**config.mk**
```make
export PLATFORM = sky130hd
export DESIGN_NAME = fault_pin_share_response
export DESIGN_NICKNAME = d
export VERILOG_FILES = /design/src/rtl/fault_share_pkg.sv /design/src/rtl/fault_pin_share_response.sv
export SDC_FILE = /design/constraint.sdc
export NUM_CORES = 1
export LEC_CHECK = 0
export BUFFER_PORTS_ARGS = -buffer_cell sky130_fd_sc_hd__buf_2
export CORE_MARGIN = 5
export CORE_UTILIZATION = 25
export CTS_BUF_LIST = sky130_fd_sc_hd__clkbuf_8
export DETAILED_ROUTE_END_ITERATION = 16
export PLACE_DENSITY = 0.47
export SLEW_MARGIN = 20
export SYNTH_ARGS = -nofsm -noshare
export SYNTH_HDL_FRONTEND = slang
export SYNTH_SLANG_ARGS = --single-unit
export TNS_END_PERCENT = 100
```
**constraint.sdc**
```tcl
create_clock -name clk_sys -period 2.4 [get_ports clk_sys]
set_input_delay 0.24 -clock clk_sys [delete_from_list [all_inputs] [get_ports clk_sys]]
set_output_delay 0.24 -clock clk_sys [all_outputs]
set_load 0.1 [all_outputs]
```
**src/rtl/fault_share_pkg.sv**
```systemverilog
// Package of constants and carrier types for the shared fault line block.
package fault_share_pkg;
   // Number of pages, one shared fault line each.
   localparam int unsigned PAGE_COUNT = 2;

   // Command codes on the register port.
   localparam logic [7:0] CMD_FAULT_RESPONSE = 8'hD5;
   localparam logic [7:0] CMD_PROPAGATE_LOW  = 8'hD2;
   localparam logic [7:0] CMD_STATUS_WORD_HI = 8'h79;
   localparam logic [7:0] CMD_STATUS_MFR     = 8'h80;
   localparam logic [7:0] CMD_ALERT_MASK     = 8'h1B;

   // Response values and reset values.
   localparam logic [7:0] RESP_INHIBIT     = 8'hC0;
   localparam logic [7:0] RESP_IGNORE      = 8'h00;
   localparam logic [7:0] RESP_RESET       = 8'hC0;
   localparam logic [7:0] PROPAGATE_RESET  = 8'h00;
   localparam logic [7:0] ALERT_MASK_RESET = 8'h00;

   // Field positions in the propagation byte.
   localparam int unsigned BIT_OVERTEMP      = 7;
   localparam int unsigned BIT_INPUT_OV      = 4;
   localparam int unsigned BIT_OVERCURRENT   = 2;
   localparam int unsigned BIT_OUT_UV        = 1;
   localparam int unsigned BIT_OUT_OV        = 0;
   localparam logic [7:0]  PROPAGATE_WR_MASK = 8'h97;

   // Status bit positions.
   localparam int unsigned BIT_STATUS_MFR_SUMMARY = 4;
   localparam int unsigned BIT_MFR_PIN_PULLED     = 0;

   // Internal fault levels of one page.
   typedef struct packed {
      logic overtemp;
      logic input_ov;
      logic overcurrent;
      logic out_uv;
      logic out_ov;
   } page_faults_s;

   // One byte register access from the command decoder.
   typedef struct packed {
      logic       wr;
      logic       rd;
      logic       page;
      logic [7:0] code;
      logic [7:0] data;
      logic [1:0] byte_count;
   } reg_access_s;
endpackage : fault_share_pkg

```
**src/rtl/fault_pin_share_response.sv**
```systemverilog
// Shared fault line drive, external pull detection, response and status for two pages.
`timescale 1ns/1ps

module fault_pin_share_response
   import fault_share_pkg::*;
(
   input  wire logic         clk_sys,
   input  wire logic         rst,
   input  wire reg_access_s  reg_access,
   input  wire logic         clear_faults,
   input  wire page_faults_s faults_page0,
   input  wire page_faults_s faults_page1,
   input  wire logic         shared_fault_line_a_in,
   input  wire logic         shared_fault_line_b_in,
   output logic              shared_fault_line_a_out,
   output logic              shared_fault_line_a_oe,
   output logic              shared_fault_line_b_out,
   output logic              shared_fault_line_b_oe,
   output logic [1:0]        output_inhibit,
   output logic [7:0]        read_data,
   output logic              read_valid,
   output logic              byte_count_error,
   output logic              alert_n
);

   ////////////////////////////////////////////////////////////////////////////
   // Declarations.
   logic [7:0] response_reg  [PAGE_COUNT] = '{default: RESP_RESET};
   logic [7:0] response_next [PAGE_COUNT];
   logic [7:0] propagate_reg  [PAGE_COUNT];
   logic [7:0] propagate_next [PAGE_COUNT];
   logic [1:0] mask_reg, mask_next;
   logic [1:0] status_summary_reg, status_summary_next;
   logic [1:0] status_pin_reg, status_pin_next;
   logic [1:0] line_meta_reg, line_sync_reg;
   logic [1:0] drive_low_reg, drive_low_next;
   logic [1:0] drive_hist1_reg, drive_hist2_reg;
   logic [1:0] pulled_low;
   logic [1:0] inhibit_reg, inhibit_next;
   logic [7:0] read_data_next;
   logic       read_valid_next;
   logic       byte_err_reg, byte_err_next;
   logic       access_ok;

   // Gathers the faults that a page is allowed to share on its line.
   function automatic logic page_pull(input page_faults_s f, input logic [7:0] p);
      page_pull = (f.overtemp    & p[BIT_OVERTEMP])
                | (f.input_ov    & p[BIT_INPUT_OV])
                | (f.overcurrent & p[BIT_OVERCURRENT])
                | (f.out_uv      & p[BIT_OUT_UV])
                | (f.out_ov      & p[BIT_OUT_OV]);
   endfunction

   ////////////////////////////////////////////////////////////////////////////
   // Line inputs arrive from other chips, so they pass two flops first.
   // Own drive is delayed alongside, to match what the synchroniser shows.
   always_ff @(posedge clk_sys) begin
      if (rst) begin
         line_meta_reg   <= 2'h3;
         line_sync_reg   <= 2'h3;
         drive_hist1_reg <= 2'h0;
         drive_hist2_reg <= 2'h0;
      end else begin
         line_meta_reg   <= {shared_fault_line_b_in, shared_fault_line_a_in};
         line_sync_reg   <= line_meta_reg;
         drive_hist1_reg <= drive_low_reg;
         drive_hist2_reg <= drive_hist1_reg;
      end
   end

   // A low line seen while this device is not pulling means someone outside pulls it.
   // Own drive is masked so our own fault does not trigger our own shutdown; the mask
   // stays two cycles past release, while the synchroniser still shows our own low.
   assign pulled_low = ~line_sync_reg & ~(drive_low_reg | drive_hist1_reg | drive_hist2_reg);

   ////////////////////////////////////////////////////////////////////////////
   // Next state for registers, status, drive and response.
   always_comb begin
      for (int i = 0; i < PAGE_COUNT; i++) begin
         response_next[i]  = response_reg[i];
         propagate_next[i] = propagate_reg[i];
      end
      mask_next           = mask_reg;
      status_summary_next = status_summary_reg;
      status_pin_next     = status_pin_reg;
      read_data_next      = 8'h00;
      read_valid_next     = 1'b0;
      byte_err_next       = 1'b0;
      access_ok           = (reg_access.byte_count == 2'h1);

      // Own faults go only to the page's own line.
      drive_low_next[0] = page_pull(faults_page0, propagate_reg[0]);
      drive_low_next[1] = page_pull(faults_page1, propagate_reg[1]);

      // Inhibit only for the C0 code; 00 and anything else keep running.
      for (int i = 0; i < PAGE_COUNT; i++) begin
         inhibit_next[i] = pulled_low[i] & (response_reg[i] == RESP_INHIBIT);
      end

      if (reg_access.wr) begin
         if (!access_ok) begin
            byte_err_next = 1'b1;
         end else begin
            unique case (reg_access.code)
               CMD_FAULT_RESPONSE: response_next[reg_access.page] = reg_access.data;
               CMD_PROPAGATE_LOW:
                  propagate_next[reg_access.page] = reg_access.data & PROPAGATE_WR_MASK;
               CMD_ALERT_MASK: mask_next[reg_access.page] = reg_access.data[BIT_MFR_PIN_PULLED];
               default: byte_err_next = 1'b1;
            endcase
         end
      end

      if (reg_access.rd) begin
         read_valid_next = 1'b1;
         unique case (reg_access.code)
            CMD_FAULT_RESPONSE: read_data_next = response_reg[reg_access.page];
            CMD_PROPAGATE_LOW:  read_data_next = propagate_reg[reg_access.page];
            CMD_ALERT_MASK:
               read_data_next = {7'h00, mask_reg[reg_access.page]};
            CMD_STATUS_WORD_HI:
               read_data_next = 8'(status_summary_reg[reg_access.page]) << BIT_STATUS_MFR_SUMMARY;
            CMD_STATUS_MFR:
               read_data_next = {7'h00, status_pin_reg[reg_access.page]};
            default: read_data_next = 8'h00;
         endcase
      end

      // Clear first, then set, so a standing pull sets again at once.
      if (clear_faults) begin
         status_summary_next = 2'h0;
         status_pin_next     = 2'h0;
      end
      status_summary_next = status_summary_next | pulled_low;
      status_pin_next     = status_pin_next | pulled_low;
   end

   ////////////////////////////////////////////////////////////////////////////
   // State registers. Response keeps its value through rst, as stored setup does.
   always_ff @(posedge clk_sys) begin
      if (rst) begin
         for (int i = 0; i < PAGE_COUNT; i++) begin
            propagate_reg[i] <= PROPAGATE_RESET;
         end
         mask_reg           <= ALERT_MASK_RESET[1:0];
         status_summary_reg <= 2'h0;
         status_pin_reg     <= 2'h0;
         drive_low_reg      <= 2'h0;
         inhibit_reg        <= 2'h0;
         read_data          <= 8'h00;
         read_valid         <= 1'b0;
         byte_err_reg       <= 1'b0;
      end else begin
         propagate_reg      <= propagate_next;
         mask_reg           <= mask_next;
         status_summary_reg <= status_summary_next;
         status_pin_reg     <= status_pin_next;
         drive_low_reg      <= drive_low_next;
         inhibit_reg        <= inhibit_next;
         read_data          <= read_data_next;
         read_valid         <= read_valid_next;
         byte_err_reg       <= byte_err_next;
      end
   end

   // Response values model non-volatile storage: power-up value, never reset.
   always_ff @(posedge clk_sys) begin
      response_reg <= response_next;
   end

   ////////////////////////////////////////////////////////////////////////////
   // Open-drain drive: data always low, enable pulls.
   assign shared_fault_line_a_out = 1'b0;
   assign shared_fault_line_b_out = 1'b0;
   assign shared_fault_line_a_oe  = drive_low_reg[0];
   assign shared_fault_line_b_oe  = drive_low_reg[1];
   assign output_inhibit          = inhibit_reg;
   assign byte_count_error        = byte_err_reg;
   assign alert_n                 = ~|(status_pin_reg & ~mask_reg);

   ////////////////////////////////////////////////////////////////////////////
   // Checks.
   AST_OT_DRIVE: assert property (@(posedge clk_sys) disable iff (rst)
      faults_page0.overtemp && propagate_reg[0][BIT_OVERTEMP] |=> shared_fault_line_a_oe)
      else $error("Over-temperature did not pull line a.");
   AST_IOV_DRIVE: assert property (@(posedge clk_sys) disable iff (rst)
      faults_page1.input_ov && propagate_reg[1][BIT_INPUT_OV] |=> shared_fault_line_b_oe)
      else $error("Input over-voltage did not pull line b.");
   AST_OC_DRIVE: assert property (@(posedge clk_sys) disable iff (rst)
      faults_page0.overcurrent && propagate_reg[0][BIT_OVERCURRENT] |=> shared_fault_line_a_oe)
      else $error("Over-current did not pull line a.");
   AST_UV_DRIVE: assert property (@(posedge clk_sys) disable iff (rst)
      faults_page1.out_uv && propagate_reg[1][BIT_OUT_UV] |=> shared_fault_line_b_oe)
      else $error("Under-voltage did not pull line b.");
   AST_OV_DRIVE: assert property (@(posedge clk_sys) disable iff (rst)
      faults_page0.out_ov && propagate_reg[0][BIT_OUT_OV] |=> shared_fault_line_a_oe)
      else $error("Over-voltage did not pull line a.");
   AST_PAGE_SPLIT: assert property (@(posedge clk_sys) disable iff (rst)
      !page_pull(faults_page1, propagate_reg[1]) |=> !shared_fault_line_b_oe)
      else $error("Line b pulled without a page 1 cause.");
   AST_INHIBIT: assert property (@(posedge clk_sys) disable iff (rst)
      pulled_low[0] && response_reg[0] == RESP_INHIBIT |=> output_inhibit[0])
      else $error("Inhibit response did not three-state page 0.");
   AST_IGNORE: assert property (@(posedge clk_sys) disable iff (rst)
      response_reg[1] == RESP_IGNORE |=> !output_inhibit[1])
      else $error("Ignore response stopped page 1.");
   AST_STATUS_SET: assert property (@(posedge clk_sys) disable iff (rst)
      pulled_low[0] |=> status_pin_reg[0] && status_summary_reg[0])
      else $error("Pull low did not set status.");
   AST_ALERT: assert property (@(posedge clk_sys) disable iff (rst)
      pulled_low[1] && !mask_reg[1] && !mask_next[1] |=> !alert_n)
      else $error("Unmasked pull low did not raise alert.");
   AST_CLEAR: assert property (@(posedge clk_sys) disable iff (rst)
      clear_faults && pulled_low == 2'h0 |=> alert_n && status_pin_reg == 2'h0)
      else $error("Clear faults left status set.");
   AST_RESERVED: assert property (@(posedge clk_sys) disable iff (rst)
      (propagate_reg[0] & ~PROPAGATE_WR_MASK) == 8'h00)
      else $error("Reserved propagation bits set.");

endmodule // fault_pin_share_response

```
==> results.sh <==
export IMPL_setup_ws_ps=735.0
export IMPL_result_of_the_run="complete, no violations"
export IMPL_worst_endpoint_arrival_ps=1430
export IMPL_max_stage_delay_ps=480
export IMPL_timing_limited_maximum_frequency_mhz=600.6
export IMPL_syn_cell_area_um2=2246
export IMPL_rr_startpoint="drive_low_reg[1]"
export IMPL_largest_register_ffs=16
export IMPL_ctsHoldBuffers=0
export IMPL_num_fill_cells=907
export IMPL_post_place_ws_ps=778.4
export IMPL_critPathLaunchType="flop"
export IMPL_yosys_register_bits=54
export IMPL_setup_violations=0
export IMPL_end_kind="primary output"
export IMPL_worst_pin_slew_ps=553.7
export IMPL_synth_adder_area_share_pct=0
export IMPL_drtPass1Iterations=4
export IMPL_avgRoutedWirePerCell_um=14.94
export IMPL_hold_path_class="input pin to flop"
export IMPL_crit_required_ps=2160
export IMPL_share_of_async_settable_or_async_resettable_flops_after_synthesis_pct=0
export IMPL_synth_edf_count=16
export IMPL_yosys_mux_area_fraction_pct=12.48
export IMPL_avgSynthCellArea_um2=11.88
export IMPL_place_detailed_hpwl_um=4196
export IMPL_height_of_the_chip_um=104.8
export IMPL_layout_drive_gt1_share_pct=32.51
export IMPL_hold_viol_final=0
export IMPL_worst_hold_path_endpoint="line_meta_reg[1]"
export IMPL_yosys_cell_types_count=38
export IMPL_timing_hold_ws_ps=116.0
export IMPL_gr_total_overflow=0
export IMPL_worstRegToRegCells=3
export IMPL_timing_slew_headroom_pct=63.09
export IMPL_synth_compound_gate_area_share_pct=7.131
export IMPL_ctsResizeCount=0
export IMPL_power_leakage_nw=1.188
export IMPL_crit_chain="inv_1 -> a22oi_1 -> buf_2"
export IMPL_place_port_buffers=50
export IMPL_clock_edge_transition_at_the_registers_on_the_reported_setup_and_hold_paths_ps=90
export IMPL_cellPowerDensity_nw_per_um2=657.4
export IMPL_r2r_end="output_inhibit[1]"
export IMPL_design_die_area_um2=10980
export IMPL_h_tree_depth=2
export IMPL_vdd_drop_max_mv=0.2454
export IMPL_grt_max_degree=31
export IMPL_cts_tree="done"
export IMPL_top_level_ports=53
export IMPL_timing_worst_setup_path_type="flop to primary output"
export IMPL_synth_top_family_by_area="simple AND/OR/NAND/NOR gates"
export IMPL_synth_warning_count=0
export IMPL_area_growth_pct=21.78
export IMPL_critPathBufInv=2
export IMPL_synth_ff_type="sky130_fd_sc_hd__dfxtp_1"
export IMPL_max_clock_path_buffers=2
export IMPL_critical_path_slowest_cell="sky130_fd_sc_hd__buf_2"
export IMPL_drt_iter0_markers=122
export IMPL_routed_via_count=1595
export IMPL_grt_setup_unrepaired="no"
export IMPL_period_minus_slack_ps=1665
export IMPL_postRouteWirelength_um=5244
export IMPL_drc=0
export IMPL_synth_yosys_seq_area_share_pct=55.26
export IMPL_hold_path_startpoint="shared_fault_line_b_in"
export IMPL_maxCapViolations=0
export IMPL_grt_pass1_vias=1633
export IMPL_clock_skew_final_ps=8.037
export IMPL_synthSimpleGateAreaFrac_pct=21.62
export IMPL_hold_path_cell_count=2
export IMPL_layout_common_cells="sky130_fd_sc_hd__buf_2, sky130_fd_sc_hd__dfxtp_1, sky130_fd_sc_hd__mux2i_1, sky130_fd_sc_hd__nor2_1, sky130_fd_sc_hd__edfxtp_1"
export IMPL_timing_critical_path_fanout_max=3
export IMPL_final_replace_weighted_congestion=0.7191
export IMPL_antenna_violations_before_repair=0
export IMPL_vias_per_cell=4.544
export IMPL_crit_family="buffers and inverters"
export IMPL_initial_core_util_pct=25.75
export IMPL_antenna_cells_inserted=0
export IMPL_layout_commonest_cell="sky130_fd_sc_hd__buf_2"
export IMPL_setup_tns_final_ps=0
export IMPL_grt_pass1_wl_um=8569
export IMPL_ant_nets=0
export IMPL_reg2reg_setup_slack_ps=1000
export IMPL_cts_root_buf="sky130_fd_sc_hd__clkbuf_8"
export IMPL_cts_post_setup_buffers_inserted=0
export IMPL_std_cell_rows=34
export IMPL_floorplan_die_width_um=104.8
export IMPL_post_route_period_util_pct=69.38
export IMPL_xor_xnor_fraction_of_synth_area_pct=0
export IMPL_grt_use_total_pct=9.730
export IMPL_num_nets_final=278
export IMPL_slew_violations=0
export IMPL_netlist_instances=189
export IMPL_placeableCoreArea_um2=8721
export IMPL_clock_buffers_created_by_tritoncts=5
export IMPL_clk_latency_ps=300
export IMPL_numClockSinks=54
==> metrics by stage <==
| step | power, mW | std cells | utilization, % | cell area, um^2 |
|---|---|---|---|---|
| 6_report | 1.798 | 351 | 31.36 | 2735 |
| 3_3_place_gp | 1.113 | 343 | 29.78 | 2597 |
| 5_1_grt | 1.867 | 351 | 31.36 | 2735 |
| 3_5_place_dp | 1.114 | 343 | 29.78 | 2597 |
| 4_1_cts | 1.824 | 351 | 31.36 | 2735 |
| 2_1_floorplan | 1.063 | 190 | - | 2250 |
==> metal layers <==
| metal | vias up | part of all wire [%] | global-route usage, % |
|---|---|---|---|
| met1 | 743 | 48 | 13.47 |
| li1 | 803 | - | - |
| met5 | - | 0 | 0 |
| met3 | 5 | 6.6 | 2.589 |
| met4 | 0 | 0.97 | 2.740 |
| met2 | 44 | 44 | 14.97 |
==> area by class of cell <==
cell class	instances	area (um^2)	share of cell area, %
Clock buffer	5	68.82	2.516
Clock inverter	3	68.82	2.516
Inverter	2	7.507	0.2745
Multi-Input combinational cell	125	933.4	34.13
Sequential cell	54	1241	45.38
Tap cell	108	135.1	4.941
Timing Repair Buffer	54	280.3	10.25
==> worst register-to-register path: stages (launching register included) <==
cell and delay [ps]:
sky130_fd_sc_hd__dfxtp_1 330, sky130_fd_sc_hd__or4_4 540, sky130_fd_sc_hd__nor4b_2 250, sky130_fd_sc_hd__and4b_1 220
==> power by group <==
group | total, mW | internal (mW) | leakage [nW] | switching (mW)
combinational | 0.145 | 0.0498 | 0.668 | 0.0948
clock | 0.706 | 0.418 | 0.0683 | 0.289
sequential | 0.947 | 0.944 | 0.452 | 0.00262
==> synth_stat cells (2+ instances only) <==
| master | instances | share of area [%] |
|---|---|---|
| sky130_fd_sc_hd__dfxtp_1 | 38 | 34 |
| sky130_fd_sc_hd__mux2i_1 | 28 | 12 |
| sky130_fd_sc_hd__nor2_1 | 19 | 3.2 |
| sky130_fd_sc_hd__edfxtp_1 | 16 | 21 |
| sky130_fd_sc_hd__a21oi_1 | 8 | 1.8 |
| sky130_fd_sc_hd__nor2b_1 | 7 | 1.9 |
| sky130_fd_sc_hd__nand2b_1 | 6 | 1.7 |
| sky130_fd_sc_hd__nand3_1 | 6 | 1.3 |
| sky130_fd_sc_hd__o22ai_1 | 5 | 1.4 |
| sky130_fd_sc_hd__nand4_1 | 4 | 1.1 |
| sky130_fd_sc_hd__or2_2 | 4 | 1.1 |
| sky130_fd_sc_hd__a22oi_1 | 3 | 1.0 |
| sky130_fd_sc_hd__and2_1 | 3 | 0.84 |
| sky130_fd_sc_hd__and4b_1 | 3 | 1.3 |
| sky130_fd_sc_hd__and4bb_2 | 3 | 1.7 |
| sky130_fd_sc_hd__buf_4 | 3 | 1.0 |
| sky130_fd_sc_hd__buf_6 | 3 | 1.5 |
| sky130_fd_sc_hd__clkbuf_1 | 3 | 0.50 |
| sky130_fd_sc_hd__a222oi_1 | 2 | 0.89 |
| sky130_fd_sc_hd__and3b_1 | 2 | 0.78 |
| sky130_fd_sc_hd__inv_1 | 2 | 0.33 |
| sky130_fd_sc_hd__nand4_2 | 2 | 1.1 |
| sky130_fd_sc_hd__nor4_1 | 2 | 0.56 |
| sky130_fd_sc_hd__nor4b_2 | 2 | 1.3 |
| sky130_fd_sc_hd__or4_4 | 2 | 1.0 |
==> logic make-up after synthesis <==
group	after synthesis
other	1
buffers and inverters	11
muxes	28
DFF	54
and+or+nand+nor	71
AOI/OAI and AO/OA	24
==> worst max-delay path by stage <==
stage | startpoint | to | slack, ps | cells after the start
final | mask_reg[0] | alert_n | 730 | 3
after global placement | reg_access[15] | response_reg[14] | 800 | 5
after floorplan | mask_reg[0] | alert_n | 240 | 2
after global routing | mask_reg[1] | alert_n | 680 | 3
after detailed placement | reg_access[18] | read_data[0] | 780 | 6
after CTS | mask_reg[0] | alert_n | 700 | 3
No activity file was read; power rests on OpenSTA's default activity.
